## config.mk

```make
export PLATFORM = sky130hd
export DESIGN_NAME = lpsc_ctrl
export DESIGN_NICKNAME = d
export VERILOG_FILES = /design/src/lpsc_pkg.sv /design/src/lpsc_ctrl.sv /design/src/lpsc_path_bank.sv
export VERILOG_INCLUDE_DIRS = /design/src
export SDC_FILE = /design/constraint.sdc
export NUM_CORES = 1
export LEC_CHECK = 0
export ABC_AREA = 1
export BUFFER_PORTS_ARGS = -buffer_cell sky130_fd_sc_hd__buf_2
export CORE_MARGIN = 2
export CORE_UTILIZATION = 45
export DETAILED_ROUTE_END_ITERATION = 12
export PLACE_DENSITY = 0.66
export SLEW_MARGIN = 20
export SYNTH_ARGS = -nofsm -noshare
export SYNTH_HDL_FRONTEND = slang
export SYNTH_SLANG_ARGS = --single-unit
```

## constraint.sdc

```tcl
create_clock -name i_mclk -period 10.4 [get_ports i_mclk]
set_input_delay 3.12 -clock i_mclk [delete_from_list [all_inputs] [get_ports i_mclk]]
set_output_delay 3.12 -clock i_mclk [all_outputs]
set_load 0.02 [all_outputs]
```

## src/lpsc_map.svh

```systemverilog
/*
  Constants of the link power state controller: bits-per-path limits for
  the low-power state and the reset value of a path setting.
  Assumes it is included by bare name from the controller and the path bank.
*/
`ifndef LPSC_MAP_SVH
`define LPSC_MAP_SVH

// ----------------------------------------------------------------------
// Low-power bits-per-path limits
// ----------------------------------------------------------------------
`define LPSC_LP_MIN 16'h0001
`define LPSC_LP_MAX 16'h0400
`define LPSC_SUM_MIN 16'h0008
`define LPSC_SUM_MAX 16'h0400

// ----------------------------------------------------------------------
// Reset values
// ----------------------------------------------------------------------
`define LPSC_LP_RST 16'h0000

`endif

```

## src/lpsc_pkg.sv

```systemverilog
/*
  Types of the link power state controller: commands from the control
  entity, link states, sequencer states and the status bundle.
  Assumes nothing beyond a SystemVerilog compiler.
*/
package lpsc_pkg;

  // ----------------------------------------------------------------------
  // Commands and states
  // ----------------------------------------------------------------------
  typedef enum logic [2:0] {
    lpsc_cmd_none = 3'b000,
    lpsc_cmd_enter_low = 3'b001,
    lpsc_cmd_exit_low = 3'b010,
    lpsc_cmd_shutdown = 3'b011,
    lpsc_cmd_power_loss = 3'b100,
    lpsc_cmd_init_done = 3'b101
  } lpsc_cmd_e;

  typedef enum logic [1:0] {
    full_power_state = 2'b00,
    low_power_state = 2'b01,
    idle_state = 2'b10
  } lpsc_link_e;

  typedef enum logic [1:0] {
    lpsc_seq_steady = 2'b00,
    lpsc_seq_enter = 2'b01,
    lpsc_seq_exit = 2'b10
  } lpsc_seq_e;

  // ----------------------------------------------------------------------
  // Bundles
  // ----------------------------------------------------------------------
  typedef struct packed {
    logic valid;
    lpsc_cmd_e code;
  } lpsc_cmd_s;

  typedef struct packed {
    lpsc_link_e link;
    logic busy;
    logic reconfig_en;
    logic min_ovh_enforce;
    logic tc_active;
  } lpsc_stat_s;

endpackage : lpsc_pkg

```

## src/lpsc_ctrl.sv

```systemverilog
/*
  Link power state controller of the convergence sublayer: tracks the
  full-power, low-power and idle states and sequences the downstream
  bits-per-path changes around the sync flag primitive.
  Assumes the control entity issues a command only after the matching
  handshake has completed, and that the physical media function pulses
  symbol start, sync confirm and sync indicate for one cycle each.
*/
`include "lpsc_map.svh"

module lpsc_ctrl #(
  parameter int NPATH = 4,
  parameter int LPW = 16
) (
  // Clock and reset
  input wire logic i_mclk,
  input wire logic i_rst_n,
  // Control entity
  input wire lpsc_pkg::lpsc_cmd_s i_cmd,
  input wire logic [NPATH-1:0] i_path_used,
  input wire logic [NPATH*LPW-1:0] i_low_lp,
  input wire logic [NPATH*LPW-1:0] i_full_lp,
  output logic o_cmd_reject,
  output lpsc_pkg::lpsc_stat_s o_stat,
  // Physical media function
  input wire logic i_symbol_start,
  input wire logic i_sync_cnf,
  input wire logic i_sync_ind,
  output logic o_sync_req,
  output logic [NPATH*LPW-1:0] o_tx_lp,
  output logic [NPATH*LPW-1:0] o_rx_lp
);
  import lpsc_pkg::*;

  if (NPATH < 1 || NPATH > 256 || LPW < 11 || LPW > 16) begin : g_bad_param
    $error("lpsc_ctrl: NPATH must be within 1..256 and LPW within 11..16");
  end

  // ----------------------------------------------------------------------
  // State
  // ----------------------------------------------------------------------
  lpsc_link_e link_q, link_d;
  lpsc_seq_e seq_q, seq_d;
  logic req_q, req_d, cnf_q, cnf_d, ind_q, ind_d;
  logic tx_done_q, tx_done_d, rx_done_q, rx_done_d, rej_q, rej_d;
  logic [NPATH-1:0] used_q, used_d;
  logic init_load, tgt_load, save, tx_load, rx_load;
  logic [NPATH*LPW-1:0] saved_lp, src_lp;

  function automatic logic lp_ok(input logic [NPATH*LPW-1:0] lp,
                                 input logic [NPATH-1:0] used);
    logic [LPW+7:0] sum;
    logic ok;
    logic [LPW-1:0] v;
    sum = '0;
    ok = 1'b1;
    for (int p = 0; p < NPATH; p++) begin
      v = lp[p*LPW +: LPW];
      if (used[p]) begin
        if (v < LPW'(`LPSC_LP_MIN) || v > LPW'(`LPSC_LP_MAX)) ok = 1'b0;
        sum = sum + (LPW+8)'(v);
      end
    end
    if (sum < (LPW+8)'(`LPSC_SUM_MIN) || sum > (LPW+8)'(`LPSC_SUM_MAX)) begin
      ok = 1'b0;
    end
    return ok;
  endfunction : lp_ok

  // ----------------------------------------------------------------------
  // Link state sequencer
  // ----------------------------------------------------------------------
  always_comb begin
    link_d = link_q;
    seq_d = seq_q;
    req_d = req_q;
    cnf_d = cnf_q;
    ind_d = ind_q;
    tx_done_d = tx_done_q;
    rx_done_d = rx_done_q;
    used_d = used_q;
    rej_d = 1'b0;
    init_load = 1'b0;
    tgt_load = 1'b0;
    save = 1'b0;
    tx_load = 1'b0;
    rx_load = 1'b0;
    src_lp = i_full_lp;
    if (i_cmd.valid && i_cmd.code == lpsc_cmd_power_loss &&
        link_q != idle_state) begin
      // Sudden power loss drops straight to idle from either live state.
      link_d = idle_state;
      seq_d = lpsc_seq_steady;
      req_d = 1'b0;
      cnf_d = 1'b0;
      ind_d = 1'b0;
      tx_done_d = 1'b0;
      rx_done_d = 1'b0;
    end else if (seq_q == lpsc_seq_steady) begin
      if (i_cmd.valid) begin
        case (i_cmd.code)
          lpsc_cmd_enter_low: begin
            if (link_q == full_power_state &&
                lp_ok(i_low_lp, i_path_used)) begin
              src_lp = i_low_lp;
              tgt_load = 1'b1;
              save = 1'b1;
              used_d = i_path_used;
              req_d = 1'b1;
              seq_d = lpsc_seq_enter;
            end else begin
              rej_d = 1'b1;
            end
          end
          lpsc_cmd_exit_low: begin
            if (link_q == low_power_state) begin
              src_lp = saved_lp;
              tgt_load = 1'b1;
              req_d = 1'b1;
              seq_d = lpsc_seq_exit;
            end else begin
              rej_d = 1'b1;
            end
          end
          lpsc_cmd_shutdown: begin
            // Orderly shutdown is only taken from full power.
            if (link_q == full_power_state) begin
              link_d = idle_state;
            end else begin
              rej_d = 1'b1;
            end
          end
          lpsc_cmd_init_done: begin
            if (link_q == idle_state) begin
              init_load = 1'b1;
              link_d = full_power_state;
            end else begin
              rej_d = 1'b1;
            end
          end
          default: begin
            rej_d = 1'b1;
          end
        endcase
      end
    end else begin
      // Mid-change, every command other than power loss is refused.
      rej_d = i_cmd.valid;
      if (req_q && i_sync_cnf) begin
        req_d = 1'b0;
        cnf_d = 1'b1;
      end
      // The flag seen registered guarantees the switch is a later symbol.
      if (cnf_q && i_symbol_start) begin
        tx_load = 1'b1;
        cnf_d = 1'b0;
        tx_done_d = 1'b1;
      end
      if (ind_q && i_symbol_start) begin
        rx_load = 1'b1;
        ind_d = 1'b0;
        rx_done_d = 1'b1;
      end
      // A fresh indicate beats the clear, so no flag is lost.
      if (i_sync_ind) begin
        ind_d = 1'b1;
      end
      if (tx_done_q && rx_done_q) begin
        link_d = (seq_q == lpsc_seq_enter) ? low_power_state
                                           : full_power_state;
        seq_d = lpsc_seq_steady;
        tx_done_d = 1'b0;
        rx_done_d = 1'b0;
        ind_d = 1'b0;
      end
    end
  end

  always_ff @(posedge i_mclk) begin
    if (!i_rst_n) begin
      link_q <= idle_state;
      seq_q <= lpsc_seq_steady;
      req_q <= 1'b0;
      cnf_q <= 1'b0;
      ind_q <= 1'b0;
      tx_done_q <= 1'b0;
      rx_done_q <= 1'b0;
      rej_q <= 1'b0;
      used_q <= '0;
    end else begin
      link_q <= link_d;
      seq_q <= seq_d;
      req_q <= req_d;
      cnf_q <= cnf_d;
      ind_q <= ind_d;
      tx_done_q <= tx_done_d;
      rx_done_q <= rx_done_d;
      rej_q <= rej_d;
      used_q <= used_d;
    end
  end

  lpsc_path_bank #(
    .NPATH(NPATH),
    .LPW(LPW)
  ) u_bank (
    .i_mclk(i_mclk),
    .i_rst_n(i_rst_n),
    .i_init_load(init_load),
    .i_tgt_load(tgt_load),
    .i_save(save),
    .i_tx_load(tx_load),
    .i_rx_load(rx_load),
    .i_src_lp(src_lp),
    .o_tx_lp(o_tx_lp),
    .o_rx_lp(o_rx_lp),
    .o_saved_lp(saved_lp)
  );

  // ----------------------------------------------------------------------
  // Status
  // ----------------------------------------------------------------------
  // There is no trim input: trim cannot reach the sublayer's state.
  assign o_stat.link = link_q;
  assign o_stat.busy = (seq_q != lpsc_seq_steady);
  assign o_stat.tc_active = (link_q != idle_state);
  assign o_stat.min_ovh_enforce = (link_q == full_power_state) &&
                                  (seq_q == lpsc_seq_steady);
  assign o_stat.reconfig_en = (link_q == full_power_state) &&
                              (seq_q == lpsc_seq_steady);
  assign o_sync_req = req_q;
  assign o_cmd_reject = rej_q;
endmodule : lpsc_ctrl

```

## src/lpsc_path_bank.sv

```systemverilog
/*
  Per-path bits-per-symbol storage: the pending target, the transmit and
  receive settings in force, and the saved full-power settings.
  Assumes the controller raises each load strobe for one cycle only.
*/
`include "lpsc_map.svh"

module lpsc_path_bank #(
  parameter int NPATH = 4,
  parameter int LPW = 16
) (
  // Clock and reset
  input wire logic i_mclk,
  input wire logic i_rst_n,
  // Load strobes
  input wire logic i_init_load,
  input wire logic i_tgt_load,
  input wire logic i_save,
  input wire logic i_tx_load,
  input wire logic i_rx_load,
  // Values
  input wire logic [NPATH*LPW-1:0] i_src_lp,
  output logic [NPATH*LPW-1:0] o_tx_lp,
  output logic [NPATH*LPW-1:0] o_rx_lp,
  output logic [NPATH*LPW-1:0] o_saved_lp
);
  import lpsc_pkg::*;

  for (genvar p = 0; p < NPATH; p++) begin : g_path
    logic [LPW-1:0] tgt_q, tgt_d, tx_q, tx_d, rx_q, rx_d, sav_q, sav_d;
    logic [LPW-1:0] src;

    assign src = i_src_lp[p*LPW +: LPW];

    always_comb begin
      tgt_d = (i_tgt_load || i_init_load) ? src : tgt_q;
      tx_d = i_init_load ? src : (i_tx_load ? tgt_q : tx_q);
      rx_d = i_init_load ? src : (i_rx_load ? tgt_q : rx_q);
      // The setting in force at full power is kept for the return trip.
      sav_d = i_save ? tx_q : sav_q;
    end

    always_ff @(posedge i_mclk) begin
      if (!i_rst_n) begin
        tgt_q <= LPW'(`LPSC_LP_RST);
        tx_q <= LPW'(`LPSC_LP_RST);
        rx_q <= LPW'(`LPSC_LP_RST);
        sav_q <= LPW'(`LPSC_LP_RST);
      end else begin
        tgt_q <= tgt_d;
        tx_q <= tx_d;
        rx_q <= rx_d;
        sav_q <= sav_d;
      end
    end

    assign o_tx_lp[p*LPW +: LPW] = tx_q;
    assign o_rx_lp[p*LPW +: LPW] = rx_q;
    assign o_saved_lp[p*LPW +: LPW] = sav_q;
  end

endmodule : lpsc_path_bank

```

==> results of run 1 <==
## layer usage
metal  wire length [um]  GRT usage
met5                  7          0
met3               4554    0.03795
met4               1375    0.08333
met1              30720     0.4370
met2              28320     0.4726
## critical path: cells and delay by family
family          cells  cell delay [ps]
simple gates       27             3550
compound gates      6             1000
buf+inv             4              780
fa+ha+maj           4             1230
## placed cells by master, fill, tap and decap left out, drive strengths merged, types with 5 or more instances in the layout
cell type  synthesis  layout
clkinv             1       9
nand3            303     303
buf               67     299
a21oi            173     173
nand4             78      78
nand2            848     848
xnor2              7       7
nor3              16      16
diode              0       5
nor2             101     101
inv              572     573
xor2               8       8
ha                48      48
o21ai            418     418
nand3b             5       5
dfxtp            266     266
o21bai             7       7
clkbuf           102      44
## metrics by stage
stage / std cells / hold slack (ps) / utilization
floorplan: 3061 / 426.1 / -
global placement: 3714 / 439.7 / 0.4925
detailed placement: 3714 / 443.8 / 0.4926
CTS: 3769 / 452.9 / 0.5173
global route: 3771 / 471.8 / 0.5175
finish: 3774 / 452.8 / 0.5177
## layout make-up
cell class	instances	area, sq um
fillers	4123	19160
multi-input cells	2051	9851
flip-flops and latches	266	5325
inverters	573	2153
repair buffers	299	1585
clock buffers	44	874.6
well taps	525	656.9
clock inverters	11	108.9
diodes	5	12.51
## worst max-delay path by stage
stage / from / to / slack [ps] / cells after the start
2_1_floorplan: i_path_used[0] / u_bank.g_path[0].tx_q[10] / 2390 / 46
3_3_place_gp: i_path_used[0] / u_bank.g_path[1].tgt_q[9] / 620 / 41
3_5_place_dp: i_path_used[0] / u_bank.g_path[1].tgt_q[6] / 680 / 41
4_1_cts: i_path_used[0] / u_bank.g_path[2].tgt_q[12] / 1230 / 41
5_1_grt: i_path_used[0] / u_bank.g_path[2].rx_q[3] / 470 / 44
6_report: i_path_used[0] / u_bank.g_path[1].tgt_q[9] / 1130 / 41
## sequential cells by signal, summed over array words and instances (netlist names), 2 cells and up
signal / flops
u_bank.g_path.sav_q: 64
seq_q: 2
u_bank.g_path.tgt_q: 64
u_bank.g_path.tx_q: 64
u_bank.g_path.rx_q: 64
link_q: 2
## power by group through the flow
stage | sequential, mW | combinational (mW) | clock, mW
2_1_floorplan | 1.10 | 0.412 | 0
3_3_place_gp | 1.09 | 0.619 | 0
3_5_place_dp | 1.09 | 0.621 | 0
4_1_cts | 1.06 | 0.625 | 1.08
5_1_grt | 1.07 | 0.709 | 1.12
6_report | 1.06 | 0.631 | 1.07
## cell families (layout without fill, tap and decap cells)
family / Yosys count / in the layout
XOR/XNOR: 15 / 15
other: 0 / 5
flip-flops: 266 / 266
adder cells (fa/ha/maj): 51 / 51
buffers and inverters: 744 / 927
AND/OR/NAND/NOR: 1363 / 1363
AO/OA/AOI/OAI: 622 / 622
==> impl_metrics.toml, run 1 <==
[run_status]
status = "finished clean"

[layout]
final_area_sq_mm = 0.02057
num-nets-final = 3413
syn_to_final_growth_pct = 13.71
drive_gt1_frac = 0.1162

[timing]
timing.fmax_ghz = 0.1079
finalMaxSlewViolations = 0
finalCritPeriodShare = 0.8916
maxSlewHeadroom = 0.2760
fin_ws_ps = 1128
tns_ps = 0
fin_crit_ps = 9272
fin_worst_skew_ps = 17.93
worst_pin_slew_ps = 1086
rsz0062_at_grt = "no"
setup_viol = 0
hold_violations = 0

[worst_setup_path]
crit_path_end_kind = "flip-flop"
startpoint_type = "primary input"
r2r_end = "u_bank.g_path[1].tgt_q[9]"
crit_required_ps = 10890
slowest_stage = "nand3_4"
slowest_delay_ps = 480
timing.rr.start = "link_q[0]"
setup.worst_path.class = "primary input to flip-flop"
cp_max_fo = 54
ff2ff_setup_slack_ps = 7030
critPathArrivalTime_ps = 9760
critPathMostFrequentCell = "nand2_1"
r2r_cells = 16

[placed_design]
place.gp.congestion = 0.9471
hpwlAfterDp_um = 45220
pre_cts_slack_ps = 678.4
port_buffers = 276
place_area_sq_mm = 0.01957

[logic_synthesis]
synth_fa_ha_area_frac = 0.03652
synth_commonest_cells = "842 x nand2_1, 569 x inv_1, 359 x o21ai_0"
syn_inst = 3061
ys.flop_type = "dfxtp_1"
synth_compound_area_frac = 0.1763
synth_cell_type_count = 44
syn_area_per_cell_sq_um = 5.909
synth_seq_area_share = 0.2944
synth_top_family_by_area = "simple AND/OR/NAND/NOR gates"
synth_top_cell_by_area = "dfxtp_1"
synth_xor_area_frac = 0.007263
ys_seq_elements = 266
synth.most_common_cell = "nand2_1"
async_flop_share = 0
synth_edf_count = 0
synth.area.top_cells = "dfxtp_1 29%, nand2_1 17%, inv_1 12%"
muxShareOfSynthArea = 0
synth-simple-area-share = 0.3210
netlist_area_sq_mm = 0.01809
synth_top_area_share = 0.2944
synth_nets = 3253
yosysWarnings = 0

[floorplan]
io_pins = 277
rows = 73
die_w_um = 204.5
dieArea_sq_mm = 0.04181
dieHeight_um = 204.5
initial_utilization = 0.4552
core_region_area_sq_mm = 0.03973

[grt]
grt_pass1_vias = 18530
antenna_found_initial = 5
grt_pass1_wl_um = 101100
grt-ovfl-total = 0
grtUsageTotal = 0.3028
grt_max_degree = 148

[clocking]
cts_hold_buf = 0
cts.clk_slew.worst_paths_ps = 60
numCtsBuffers = 30
numClockSinks = 266
cts_tree = "done"
cts_resized = 0
cts-root-buf = "clkbuf_16"
ctsHtreeMaxLevel = 1
clkLatencyLatePin_ps = 570
postCtsSetupBuffers = 0
clockBufferDepth = 3

[power]
p_total_mw = 2.765
intPower_mw = 1.880
peakVddDrop_uv = 119.7
leakagePower_nw = 11.92
power.density_mw_per_mm2 = 134.4
switching_share = 0.3199
clkPwrFrac = 0.387
seq_power_share = 0.385
comb_power_share = 0.228
switchingPower_mw = 0.8844

[hold_path]
worstHoldEndpoint = "rx_done_q"
worstHoldStart = "rx_done_q"
hp-class = "flip-flop to flip-flop"
min_path_cells = 2

[job]
drv_cap = 0

[detailed_routing]
route.detailed.drc = 0
first_pass_iters = 6
num_vias = 20150
drtIter0Drc = 1649
ant_nets = 0
via_per_inst = 5.339
routed_wl_um = 64980
avgRoutedWirePerCell_um = 17.22
Power figures use the tool's default switching activity.
==> run 2: changes to the inputs <==
- BUFFER_PORTS_ARGS: -buffer_cell sky130_fd_sc_hd__buf_2 -> not set
- DONT_BUFFER_PORTS: not set -> 1
- PLACE_DENSITY: 0.66 -> not set
- SYNTH_HIERARCHICAL: not set -> 1
==> impl_metrics.toml, run 2 <==
[placed_design]
hpwlAfterDp_um = 41490
place.gp.congestion = 0.9436
port_buffers = 0

[logic_synthesis]
netlist_area_sq_mm = 0.01685
synth.most_common_cell = "nand2_1"
muxShareOfSynthArea = 0
yosysWarnings = 6
syn_area_per_cell_sq_um = 6.030
async_flop_share = 0
synth_compound_area_frac = 0.1158
synth_top_family_by_area = "simple AND/OR/NAND/NOR gates"
synth_edf_count = 0
synth_top_cell_by_area = "dfxtp_1"
ys.flop_type = "dfxtp_1"
synth.area.top_cells = "dfxtp_1 32%, nand2_1 20%, nor2_1 10%"
synth_seq_area_share = 0.3161
ys_seq_elements = 266
synth_nets = 2986
synth_commonest_cells = "884 x nand2_1, 464 x nor2_1, 313 x inv_1"
synth-simple-area-share = 0.3983
syn_inst = 2794
synth_top_area_share = 0.3161
synth_cell_type_count = 47
synth_xor_area_frac = 0.007278
synth_fa_ha_area_frac = 0.03921

[clocking]
cts_hold_buf = 0
ctsHtreeMaxLevel = 1
cts.clk_slew.worst_paths_ps = 60
cts-root-buf = "clkbuf_16"
clkLatencyLatePin_ps = 570
numCtsBuffers = 30
numClockSinks = 266
postCtsSetupBuffers = 0
cts_resized = 0
cts_tree = "done"
clockBufferDepth = 3

[grt]
grt_pass1_vias = 15700
grt-ovfl-total = 0
grt_pass1_wl_um = 88650
antenna_found_initial = 2
grt_max_degree = 258
grtUsageTotal = 0.2893

[worst_setup_path]
slowest_delay_ps = 460
critPathArrivalTime_ps = 9610
cp_max_fo = 36
crit_required_ps = 10870
setup.worst_path.class = "primary input to flip-flop"
critPathMostFrequentCell = "nand2_1"
startpoint_type = "primary input"
slowest_stage = "fa_1"
crit_path_end_kind = "flip-flop"

[run_status]
status = "finished clean"

[timing]
fin_crit_ps = 9135
hold_violations = 0
setup_viol = 0
rsz0062_at_grt = "no"
maxSlewHeadroom = 0.4138
finalCritPeriodShare = 0.8784
finalMaxSlewViolations = 0
worst_pin_slew_ps = 876.2
timing.fmax_ghz = 0.1095
fin_worst_skew_ps = 18.06
tns_ps = 0

[floorplan]
dieHeight_um = 197.5
core_region_area_sq_mm = 0.03670
initial_utilization = 0.4591
rows = 70
io_pins = 277
dieArea_sq_mm = 0.03900
die_w_um = 197.5

[power]
leakagePower_nw = 9.137
power.density_mw_per_mm2 = 156.1
peakVddDrop_uv = 126.2

[hold_path]
hp-class = "flip-flop to flip-flop"

[layout]
final_common_cell = "nand2_1"
syn_to_final_growth_pct = 5.814
register_area_sq_mm = 0.005325
multi_input_area_sq_mm = 0.009495
drive_gt1_frac = 0.05431
final_core_util = 0.4858
nFillCells = 3908
layout_common_cells = "883 x nand2_1, 460 x nor2_1, 313 x inv_1"
num-nets-final = 2894

[job]
drv_cap = 0

[detailed_routing]
avgRoutedWirePerCell_um = 17.99
drtIter0Drc = 1093
routed_wl_um = 57460
route.detailed.drc = 0
num_vias = 16840
via_per_inst = 5.272
first_pass_iters = 5
ant_nets = 0
==> run 2: cell types whose count changed after synthesis, sizes merged, moves of 7 or more <==
cell	previous run	this run
nor3	16	25
nor2	101	467
nand3	303	110
inv	572	321
buf	67	81
o21ai	418	166
clkbuf	102	64
nand2	848	894
or2	4	38
a21oi	173	180
==> run 2: stage by stage <==
| step | area, sq um | total power [mW] | hold WS, ps | worst slack [ps] | instances |
|---|---|---|---|---|---|
| after detailed placement | 16850 | 1.741 | 447.1 | 855.2 | 3138 |
| after global placement | 16850 | 1.734 | 438.2 | 971.0 | 3138 |
| final | 17830 | 2.783 | 454.9 | 1265 | 3194 |
| after floorplan | 16850 | 1.632 | 425.3 | 1956 | 2794 |
| after CTS | 17830 | 2.801 | 455.4 | 1421 | 3193 |
| after global routing | 17830 | 2.933 | 465.4 | 724.2 | 3194 |
==> run 2: path summary, 6_finish.rpt <==
kind,slack (ps),endpoint,startpoint,depth (start not counted)
setup / recovery,1270,u_bank/g_path[2].tgt_q[6],i_path_used[0],42
hold / removal,450,rx_done_q,rx_done_q,2
hold reg to reg,450,rx_done_q,rx_done_q,2
setup reg to reg,6460,u_bank/g_path[2].tgt_q[6],link_q[1],15
==> run 2: kinds of logic after synthesis <==
family	Yosys count
xor+xnor	14
flops	266
buf+inv	470
simple gates	1620
fa+ha+maj	51
compound gates	373
==> run 2: routing by layer <==
layer	wire length, um	GRT usage
met5	8	0
met4	2139	0.1047
met3	4410	0.06607
met2	26910	0.4907
met1	23990	0.3583
==> run 2: area by class of cell <==
cell class | instances | area share
diodes | 1 | 0.0001404
clock buffers | 45 | 0.05039
clock inverters | 10 | 0.004562
inverters | 325 | 0.06843
multi-input cells | 2058 | 0.5326
flip-flops and latches | 266 | 0.2987
well taps | 468 | 0.03284
repair buffers | 21 | 0.01235
==> run 2: power by group <==
group / total [mW] / internal, mW / switching, mW
clock network: 1.06 / 0.619 / 0.439
registers: 1.14 / 1.07 / 0.0696
logic: 0.583 / 0.202 / 0.382
==> run 2: critical path: cells and delay by family <==
family,cells,cell delay (ps)
and+or+nand+nor,25,2750
adders and majority gates,4,1350
AOI/OAI and AO/OA,7,1310
buffers and inverters,6,1030
